--- src/hppc_pkg.sv ---
// Package: constants and types of the host port pin control block
package hppc_pkg;
    // Access select codes: one of four port registers
    localparam logic [1:0] SEL_CTRL = 2'h0;
    localparam logic [1:0] SEL_DATA_INC = 2'h1;
    localparam logic [1:0] SEL_ADDR = 2'h2;
    localparam logic [1:0] SEL_DATA = 2'h3;
    // Byte identifier levels
    localparam logic BYTE_FIRST = 1'h0;
    localparam logic BYTE_SECOND = 1'h1;
    // Reset values
    localparam logic [15:0] WORD_RST = 16'h0000;
    localparam logic [7:0] BYTE_RST = 8'h00;
    // Strobe handshake states
    typedef enum logic [1:0] {
        HPPC_IDLE = 2'b00,
        HPPC_BUSY = 2'b01,
        HPPC_DONE = 2'b10
    } hppc_state_t;
endpackage

--- src/hppc_host_port.sv ---
// Host port pin control: strap, strobes, byte assembly, ready and interrupt pins
// Summary of operation
// - Byte-select marks first or second byte; device assembles 16-bit words from it.
// - Address strobe captures the address into the host address pointer.
// - Read/write picks direction; device drives data bus only on reads.
// - Ready output tells host whether the next transfer can be taken.
// - Host interrupt output signals host, held high during device reset.
// - With port disabled, interrupt pin may carry second timer output.
// - Enable strap sampled at reset release; high enables the port.
// - Strap low or floating during reset disables the port.
// - Once disabled, strap changes are ignored until the next reset.
// - Input pull-ups enabled only when strap was sampled at zero.
// - Ready and interrupt outputs float while output-float input is low.
// - Two access-select inputs choose one of four port registers.
// - Eight-bit two-way data bus, driven only while outputting read data.
`timescale 1ns/100ps
module hppc_host_port (
    // Clock and reset
    input  wire logic        mclk,
    input  wire logic        sys_rst,
    // Host pins, asynchronous
    input  wire logic        port_enable_strap,
    input  wire logic        port_select_n,
    input  wire logic        data_strobe_a,
    input  wire logic        data_strobe_b,
    input  wire logic        address_strobe_n,
    input  wire logic        read_not_write,
    input  wire logic        byte_select,
    input  wire logic        access_select_0,
    input  wire logic        access_select_1,
    input  wire logic        output_float_n,
    // Host data bus as three signals
    input  wire logic [7:0]  host_data_in,
    output logic      [7:0]  host_data_out,
    output logic             host_data_oe,
    // Ready and interrupt pins
    output logic             port_ready,
    output logic             port_ready_oe,
    output logic             host_irq_out,
    output logic             host_irq_oe,
    // Pad control
    output logic             pullup_enable,
    output logic             port_enabled,
    // Core side
    input  wire logic        core_irq_req,
    input  wire logic        core_busy,
    input  wire logic        second_timer_out,
    input  wire logic [15:0] core_rd_word,
    output logic      [15:0] core_wr_word,
    output logic      [1:0]  core_reg_sel,
    output logic             core_wr_pulse,
    output logic             core_rd_pulse,
    output logic      [15:0] host_address_pointer
);

    ////////////////////////////////////////////////////////////////////////////
    // Two-flop synchronisers on every host pin
    localparam int NPIN = 18;
    logic [NPIN-1:0] pin_raw;
    logic [NPIN-1:0] meta_q;
    logic [NPIN-1:0] sync_q;
    logic [NPIN-1:0] meta_d;
    logic [NPIN-1:0] sync_d;
    assign pin_raw = {host_data_in, access_select_1, access_select_0, byte_select,
                      read_not_write, address_strobe_n, data_strobe_b, data_strobe_a,
                      port_select_n, port_enable_strap, output_float_n};

    always_comb begin
        meta_d = pin_raw;
        sync_d = meta_q;
    end

    always_ff @(posedge mclk) begin
        meta_q <= meta_d;
        sync_q <= sync_d;
    end

    logic       s_float_n;
    logic       s_strap;
    logic       s_cs_n;
    logic       s_ds_a;
    logic       s_ds_b;
    logic       s_as_n;
    logic       s_rnw;
    logic       s_bsel;
    logic [1:0] s_sel;
    logic [7:0] s_data;
    assign s_float_n = sync_q[0];
    assign s_strap = sync_q[1];
    assign s_cs_n = sync_q[2];
    assign s_ds_a = sync_q[3];
    assign s_ds_b = sync_q[4];
    assign s_as_n = sync_q[5];
    assign s_rnw = sync_q[6];
    assign s_bsel = sync_q[7];
    assign s_sel = sync_q[9:8];
    assign s_data = sync_q[17:10];

    ////////////////////////////////////////////////////////////////////////////
    // Strap capture: tracked during reset, frozen at release
    logic strap_en_q;
    logic strap_en_d;

    always_comb begin
        if (sys_rst) begin
            strap_en_d = s_strap;
        end else begin
            strap_en_d = strap_en_q;
        end
    end

    always_ff @(posedge mclk) begin
        strap_en_q <= strap_en_d;
    end

    // Port counts as disabled while reset is asserted
    assign port_enabled = strap_en_q && !sys_rst;
    assign pullup_enable = !strap_en_q;

    ////////////////////////////////////////////////////////////////////////////
    // Strobe handshake and word assembly
    logic strobe;
    logic strobe_q;
    logic as_n_q;
    assign strobe = !s_cs_n && !(s_ds_a && s_ds_b) && port_enabled;

    hppc_pkg::hppc_state_t state_q;
    hppc_pkg::hppc_state_t state_d;
    logic [7:0]  low_q;
    logic [7:0]  low_d;
    logic [15:0] wr_word_q;
    logic [15:0] wr_word_d;
    logic [15:0] hap_q;
    logic [15:0] hap_d;
    logic [7:0]  dout_q;
    logic [7:0]  dout_d;
    logic        wr_p_d;
    logic        rd_p_d;
    logic        wr_p_q;
    logic        rd_p_q;
    logic [1:0]  sel_q;
    logic [1:0]  sel_d;

    // A write completes the word on the second byte; a read fetches on the first
    always_comb begin
        state_d = state_q;
        low_d = low_q;
        wr_word_d = wr_word_q;
        hap_d = hap_q;
        dout_d = dout_q;
        wr_p_d = 1'b0;
        rd_p_d = 1'b0;
        sel_d = sel_q;
        // Multiplexed hosts latch the address on the rising edge of the strobe
        if (port_enabled && !s_cs_n && !as_n_q && s_as_n) begin
            hap_d = {hap_q[7:0], s_data};
        end
        case (state_q)
            hppc_pkg::HPPC_IDLE: begin
                if (strobe && !strobe_q) begin
                    sel_d = s_sel;
                    state_d = hppc_pkg::HPPC_BUSY;
                    if (s_rnw) begin
                        dout_d = (s_bsel == hppc_pkg::BYTE_FIRST) ? core_rd_word[15:8]
                                                                  : core_rd_word[7:0];
                        rd_p_d = (s_bsel == hppc_pkg::BYTE_FIRST);
                    end
                end
            end
            hppc_pkg::HPPC_BUSY: begin
                if (!strobe) begin
                    state_d = hppc_pkg::HPPC_DONE;
                    if (!s_rnw) begin
                        if (s_bsel == hppc_pkg::BYTE_FIRST) begin
                            low_d = s_data;
                        end else begin
                            wr_word_d = {low_q, s_data};
                            if (sel_q == hppc_pkg::SEL_ADDR) begin
                                hap_d = {low_q, s_data};
                            end else begin
                                wr_p_d = 1'b1;
                            end
                        end
                    end
                end
            end
            hppc_pkg::HPPC_DONE: begin
                state_d = hppc_pkg::HPPC_IDLE;
            end
            default: begin
                state_d = hppc_pkg::HPPC_IDLE;
            end
        endcase
    end

    always_ff @(posedge mclk) begin
        if (sys_rst) begin
            state_q <= hppc_pkg::HPPC_IDLE;
            strobe_q <= 1'b0;
            as_n_q <= 1'b1;
            low_q <= hppc_pkg::BYTE_RST;
            wr_word_q <= hppc_pkg::WORD_RST;
            hap_q <= hppc_pkg::WORD_RST;
            dout_q <= hppc_pkg::BYTE_RST;
            wr_p_q <= 1'b0;
            rd_p_q <= 1'b0;
            sel_q <= hppc_pkg::SEL_CTRL;
        end else begin
            state_q <= state_d;
            strobe_q <= strobe;
            as_n_q <= s_as_n;
            low_q <= low_d;
            wr_word_q <= wr_word_d;
            hap_q <= hap_d;
            dout_q <= dout_d;
            wr_p_q <= wr_p_d;
            rd_p_q <= rd_p_d;
            sel_q <= sel_d;
        end
    end

    assign core_wr_word = wr_word_q;
    assign core_reg_sel = sel_q;
    assign core_wr_pulse = wr_p_q;
    assign core_rd_pulse = rd_p_q;
    assign host_address_pointer = hap_q;
    assign host_data_out = dout_q;
    // Driven only inside a read strobe; released as soon as it ends
    assign host_data_oe = strobe && s_rnw && (state_q == hppc_pkg::HPPC_BUSY);

    ////////////////////////////////////////////////////////////////////////////
    // Ready and interrupt pins
    // Not ready while a strobe is in flight or the core is busy
    assign port_ready = port_enabled && !core_busy
                        && (state_q == hppc_pkg::HPPC_IDLE);
    assign port_ready_oe = s_float_n;
    // Interrupt active low; high in reset, timer output when disabled
    always_comb begin
        if (sys_rst) begin
            host_irq_out = 1'b1;
        end else if (!strap_en_q) begin
            host_irq_out = second_timer_out;
        end else begin
            host_irq_out = !core_irq_req;
        end
    end
    assign host_irq_oe = s_float_n;

endmodule

--- config.mk ---
export PLATFORM = sky130hd
export DESIGN_NAME = hppc_host_port
export DESIGN_NICKNAME = d
export VERILOG_FILES = /design/src/hppc_pkg.sv /design/src/hppc_host_port.sv
export SDC_FILE = /design/constraint.sdc
export NUM_CORES = 1
export LEC_CHECK = 0
export BUFFER_PORTS_ARGS = -buffer_cell sky130_fd_sc_hd__buf_2
export CORE_ASPECT_RATIO = 0.5
export CORE_UTILIZATION = 50
export DETAILED_ROUTE_END_ITERATION = 8
export PLACE_DENSITY = 0.87
export SLEW_MARGIN = 20
export SYNTH_ARGS = -nofsm -noshare
export SYNTH_HDL_FRONTEND = slang
export SYNTH_SLANG_ARGS = --single-unit
--- constraint.sdc ---
create_clock -name mclk -period 1.9 [get_ports mclk]
set_input_delay 0.38 -clock mclk [delete_from_list [all_inputs] [get_ports mclk]]
set_output_delay 0.38 -clock mclk [all_outputs]
set_load 0.01 [all_outputs]
# ---- Word-level counts from Yosys, hierarchy flattened
# Cells that the tools add are included.
# W data, S select, Z words.
dict set report op_classes {
  n_mul 0
  n_reduce_logical 28
  eq_ne 4
  bitwise_logic 6
  div_mod_pow 0
  shifts 0
  add_sub_neg 0
  mux 13
  order_cmp 0
}
# cell count
set op_table {}
lappend op_table {{$mux W16} 6}
lappend op_table {{$logic_and A1 B1 Y1} 12}
lappend op_table {{$logic_not A1 Y1} 8}
lappend op_table {{$mux W8} 1}
lappend op_table {{$reduce_and A4 Y1} 2}
lappend op_table {{$not A1 Y1} 6}
lappend op_table {{$reduce_or A5 Y1} 1}
lappend op_table {{$mux W2} 2}
lappend op_table {{$ne A2 B2 Y1 const B} 2}
lappend op_table {{$pmux W2 S2} 1}
lappend op_table {{$reduce_and A2 Y1} 2}
lappend op_table {{$reduce_or A4 Y1} 1}
lappend op_table {{$mux W1} 3}
lappend op_table {{$reduce_and A3 Y1} 1}
lappend op_table {{$eq A2 B1 Y1 const B} 1}
lappend op_table {{$eq A2 B2 Y1 const B} 1}
lappend op_table {{$logic_not A2 Y1} 1}
dict set report totals {
  inputBits 39
  latch_bits 0
  n_memories 0
  word_cells 64
  ramBits 0
  out_inout_bits 51
  reg_bits 93
  mem_bits_ro 0
}

# ---- Longest topological paths before layout
dict set report depth {
  ltp_word 11
  depth_mapped 6
  depth_no_buf 4
}

# ---- Least setup slack after synthesis
# No wires, ideal clock.
dict set report synth_timing {
  path_kind {reg-to-reg}
  startpoint {register strap_en_q}
  endpoint {register low_q[0]}
  path_stages_with_launch 5
  setup_time_ns 0.128
  t_required_ns 1.772
  slack_ns 0.293
  period_less_slack_ns 1.607
  path_buffers 0
  arrival_ns 1.479
  cell_sequence {edfxtp_1 > nor3b_4 > a2111oi_4 > mux2i_1 > nor2_1}
}
dict set report synth_via {
  elab_chain_len 4
}
# item line
set synth_rtl {}
lappend synth_rtl {{start, declared} hppc_host_port.sv:101} ;# logic strap_en_q;
lappend synth_rtl {{start signal, assigned} hppc_host_port.sv:113} ;# strap_en_q <= strap_en_d;
lappend synth_rtl {{$logic_and A1 B1 Y1} hppc_host_port.sv:117} ;# assign port_enabled = strap_en_q && !sys_rst;
lappend synth_rtl {{$logic_and A1 B1 Y1} hppc_host_port.sv:125} ;# assign strobe = !s_cs_n && !(s_ds_a && s_ds_b) && port_enabled;
lappend synth_rtl {{$not A1 Y1 (no line)} --}
lappend synth_rtl {{$reduce_and A4 Y1 (no line)} --}
lappend synth_rtl {{end signal, assigned} hppc_host_port.sv:201} ;# low_q <= hppc_pkg::BYTE_RST;
lappend synth_rtl {{end signal, assigned} hppc_host_port.sv:212} ;# low_q <= low_d;
lappend synth_rtl {{end, declared} hppc_host_port.sv:129} ;# logic [7:0] low_q;
# No other way between the ends.
# A chain may end at the register's enable or synchronous reset.

# ---- Worst setup path after layout
dict set report layout_timing {
  startpoint {register strap_en_q}
  endpoint {output port_ready}
}
dict set report layout_via {
  elab_chain_len 3
}
# item line
set layout_rtl {}
lappend layout_rtl {{$logic_and A1 B1 Y1} hppc_host_port.sv:117}
lappend layout_rtl {{$logic_and A1 B1 Y1} hppc_host_port.sv:234} ;# assign port_ready = port_enabled && !core_busy
lappend layout_rtl {{$logic_and A1 B1 Y1} hppc_host_port.sv:235} ;# && (state_q == hppc_pkg::HPPC_IDLE);
lappend layout_rtl {{end, declared} hppc_host_port.sv:37} ;# output logic port_ready,
# No other way between the ends.

==> results list <==
- The flow ran to the end, and the final reports show no timing, DRC or antenna violations.
- STA puts the critical path data arrival time at roughly 1400 ps.
* Die span in y: 57.8 microns
- Placed inst area: 3620 sq um
- Remaining Overflow, GRT: 0
- Post-synthesis area per instance: 11.8 sq um
* Wire length of the first global-routing pass: around 9.5 mm
- Headroom to the max-slew limit: 0.604
- The count of nets left with antenna violations once routing finished came out at 0.
* Worst R2R End: low_q[1]
* Initial Utilization: 0.544
- The H-tree was split into 3 levels.
- Of the available clock period, the critical path in the final layout requires 0.958.
* DRC: 0
* Hold Path Depth: 1
- At the later pin of the worst-skew pair, clock insertion delay measures 330 ps.
- Power per cell area: 1040 nW/um^2
* Final nets: between 300 and 400
- Summed over all nets, the half-perimeter wirelength after detailed placement is 4.24 mm.
- After synthesis the netlist holds a flip-flop and latch count of 93.
- Leaving out fill and tap cells, the most frequent cell in the layout is dfxtp_1.
- Across the routed clock network, the largest skew measured is 7.71 ps.
* Total die area: 6570 sq um
- Slew of the pin with the lowest slew margin: 594 ps
* TritonCTS sink count: 93
- CTS tree: done
- Measured in cells, the most critical reg-to-reg path has a length of 6.
* Multiplexer area fraction after synthesis: 0.154
- Compound-cell area share of the yosys netlist: 0.0675
- In this run the register-to-register setup slack is 190 ps.
- The tool flagged a number of max-cap violations equal to 0.
- From left edge to right edge, the die measures between 100 and 150 microns.
- During synthesis, Yosys emitted a total of 0 warnings.
* Worst hold margin: 142 ps
* Buffers on Ports: 89
- Core Rows: 19
- The worst setup path is launched from a flip-flop.
* Routed via count: 2169
* Reg2Reg Launch Point: strap_en_q
- For hold timing, the worst endpoint is meta_q[15].
- Final hold violation count: 0
- Peak supply drop: just under 0.6 mV
* # fillers: 422
* Cell area after layout: around 4000 sq um
- By startpoint and endpoint, the worst setup path is classified as reg -> out.
- Stage delay of the slowest cell on the critical path: 340 ps
- Antenna Diode Count: 0
* Total I/O pin count: 90
* Syn Inst Count: 265
* Xor and xnor area share after synthesis: 0
- Dividing the detail-routed wire length by the instance count gives 13.6 microns.
* Kind of capture point of the worst setup path: output pin
* Netlist area before placement: 3120 sq um
- Number of antenna violations at the first check in global routing: 0
- In the routed layout, each cell is associated on average with a via count of 4.83.
- Startpoint of the most critical hold path: host_data_in[5]
* First-iteration detailed-routing DRC count: 171
* Area growth from synthesis to layout: 27.8%
- After clock tree synthesis, the flow added hold-fix buffers numbering 0.
- The slowest stage of the critical path is the edfxtp_1 cell.
- GRT Resource Usage Total: 0.193
* FMAX: 550 MHz
- Of the total synthesized cell area, the portion taken by AND, OR, NAND and NOR gates is 0.137.
* Number of buffers created by CTS: 9
- Cells traversed along the worst timing path: buf_4 -> inv_1 -> nor2_1 -> nor4b_1 -> buf_2
- CTS placed an instance of clkbuf_16 at the clock tree root.
* Sequential-to-total area share from yosys stat: 0.601
* Routability congestion estimate from global placement: roughly 0.85
- The number of global-route vias before repair came to 2027.
* Drt pass-1 iters: 4
* Leakage: 1.84 nW
- Number of nets produced by synthesis: 304
- Dominant combinational cell family by area after synthesis: multiplexers
- Setup violations remaining at the end of the flow were counted as 0.
* Final wirelength: 6.10 mm
* Clock Path Buffers: 2
* Pin count of the biggest net entering global routing: 64
* Distinct cells, synth: 36
- Worst min path class: in -> reg
- Max Transition Viols Final: 0
- Area of the placeable core: between 5000 and 6000 sq um
- In the layout the commonest cells are dfxtp_1, buf_2, mux2i_1.
* Post-synthesis share of cell area spent on full adders, half adders and majority gates: 0
- Share of layout cells above drive strength 1: 0.348
- Clock Pin Slew Worst Setup and Hold Paths: 70 ps
* Time the worst path needs with I/O delays and setup: 1820 ps
* Highest fanout seen on the critical path: 4
- At the worst endpoint, the required time is 1520 ps.
[area by class of cell]
| cell class | instances | area [sq um] | area share |
|---|---|---|---|
| clock buffers | 10 | 239 | 0.0600 |
| clock inverters | 6 | 91.3 | 0.0229 |
| inverters | 3 | 11.3 | 0.00283 |
| multi-input cells | 153 | 1130 | 0.285 |
| flip-flops and latches | 93 | 1870 | 0.470 |
| well taps | 84 | 105 | 0.0264 |
| repair buffers | 100 | 528 | 0.133 |
[report_power, final]
| part | internal (mW) | switching [mW] |
|---|---|---|
| clock network | 1.20 | 0.728 |
| logic | 0.0829 | 0.0865 |
| registers | 2.01 | 0.0299 |
[worst max path at each step]
stage,cells after the start,from,to
after floorplan,4,strap_en_q,low_q[0]
after global placement,4,sys_rst,host_data_oe
after detailed placement,6,sys_rst,host_address_pointer[14]
after CTS,3,sync_q[2],host_data_oe
after global routing,5,strap_en_q,port_ready
final,5,strap_en_q,port_ready
[cells by family after synthesis]
logic type | after synthesis
AO/OA/AOI/OAI | 23
flip-flops | 93
buffers and inverters | 19
multiplexers | 48
AND/OR/NAND/NOR | 82
[per-stage QoR]
| step | setup WS (ps) | TNS [ps] | utilization | total power, mW | cells |
|---|---|---|---|---|---|
| 6_report | 80.7 | 0 | 0.695 | 4.14 | 449 |
| 5_1_grt | -29.6 | -29.6 | 0.695 | 4.27 | 449 |
| 4_1_cts | 27.9 | 0 | 0.692 | 4.15 | 448 |
| 3_5_place_dp | 158 | 0 | 0.632 | 2.25 | 431 |
| 3_3_place_gp | 186 | 0 | 0.632 | 2.24 | 431 |
| 2_1_floorplan | 293 | 0 | - | 2.17 | 265 |
[timing repair]
item,in CTS,in global routing
pin swaps,0,1
gates resized for setup,1,1
setup buffers,1,1
endpoints found under the setup margin,1,1
[flip-flops by register name, indices dropped and copies added (netlist names), 2 cells and up]
register / cells
core_reg_sel: 2
core_wr_word: 16
host_address_pointer: 16
host_data_out: 8
low_q: 8
meta_q: 18
state_q: 2
sync_q: 18
[Yosys cell counts]
cell type | number | share of area
nand2_1 | 4 | 0.0048
inv_1 | 3 | 0.0036
nor2_1 | 42 | 0.051
and4bb_2 | 1 | 0.0040
dfxtp_1 | 92 | 0.59
a2111oi_4 | 1 | 0.0088
nor4_1 | 2 | 0.0040
buf_1 | 1 | 0.0012
and4_1 | 1 | 0.0028
mux2i_1 | 48 | 0.15
and2_1 | 1 | 0.0020
buf_4 | 3 | 0.0072
nor3b_1 | 1 | 0.0024
or3b_4 | 1 | 0.0036
edfxtp_1 | 1 | 0.0096
clkbuf_1 | 5 | 0.0060
a21boi_0 | 1 | 0.0024
nand3b_1 | 1 | 0.0024
buf_12 | 1 | 0.0064
a21oi_1 | 2 | 0.0032
nand2b_1 | 18 | 0.036
o211ai_4 | 1 | 0.0068
a2111oi_0 | 1 | 0.0028
buf_2 | 3 | 0.0048
nor3b_4 | 1 | 0.0060
and2_4 | 1 | 0.0028
nand3_1 | 3 | 0.0048
a211oi_1 | 14 | 0.034
or2_2 | 1 | 0.0020
nor4b_1 | 1 | 0.0028
clkbuf_8 | 1 | 0.0044
o21ai_0 | 1 | 0.0016
nor3_1 | 2 | 0.0032
buf_6 | 2 | 0.0072
a211oi_2 | 2 | 0.0080
nor2b_1 | 1 | 0.0020
[routing by layer]
layer / part of all wire / wire, microns / global-route usage / vias to the layer above
met3: 0.062 / 379 / 0.0638 / 5
met1: 0.45 / 2720 / 0.232 / 993
met5: 0 / 0 / 0 / -
met4: 0.0095 / 58 / 0.0808 / 0
li1: - / - / - / 1101
met2: 0.48 / 2940 / 0.322 / 70
[worst max-delay path, delay by kind of cell (launching register included)]
| family | cells | cell delay (ps) |
|---|---|---|
| DFF | 1 | 340 |
| and+or+nand+nor | 2 | 410 |
| buffers and inverters | 3 | 350 |
No activity file was read; power rests on OpenSTA's default activity.
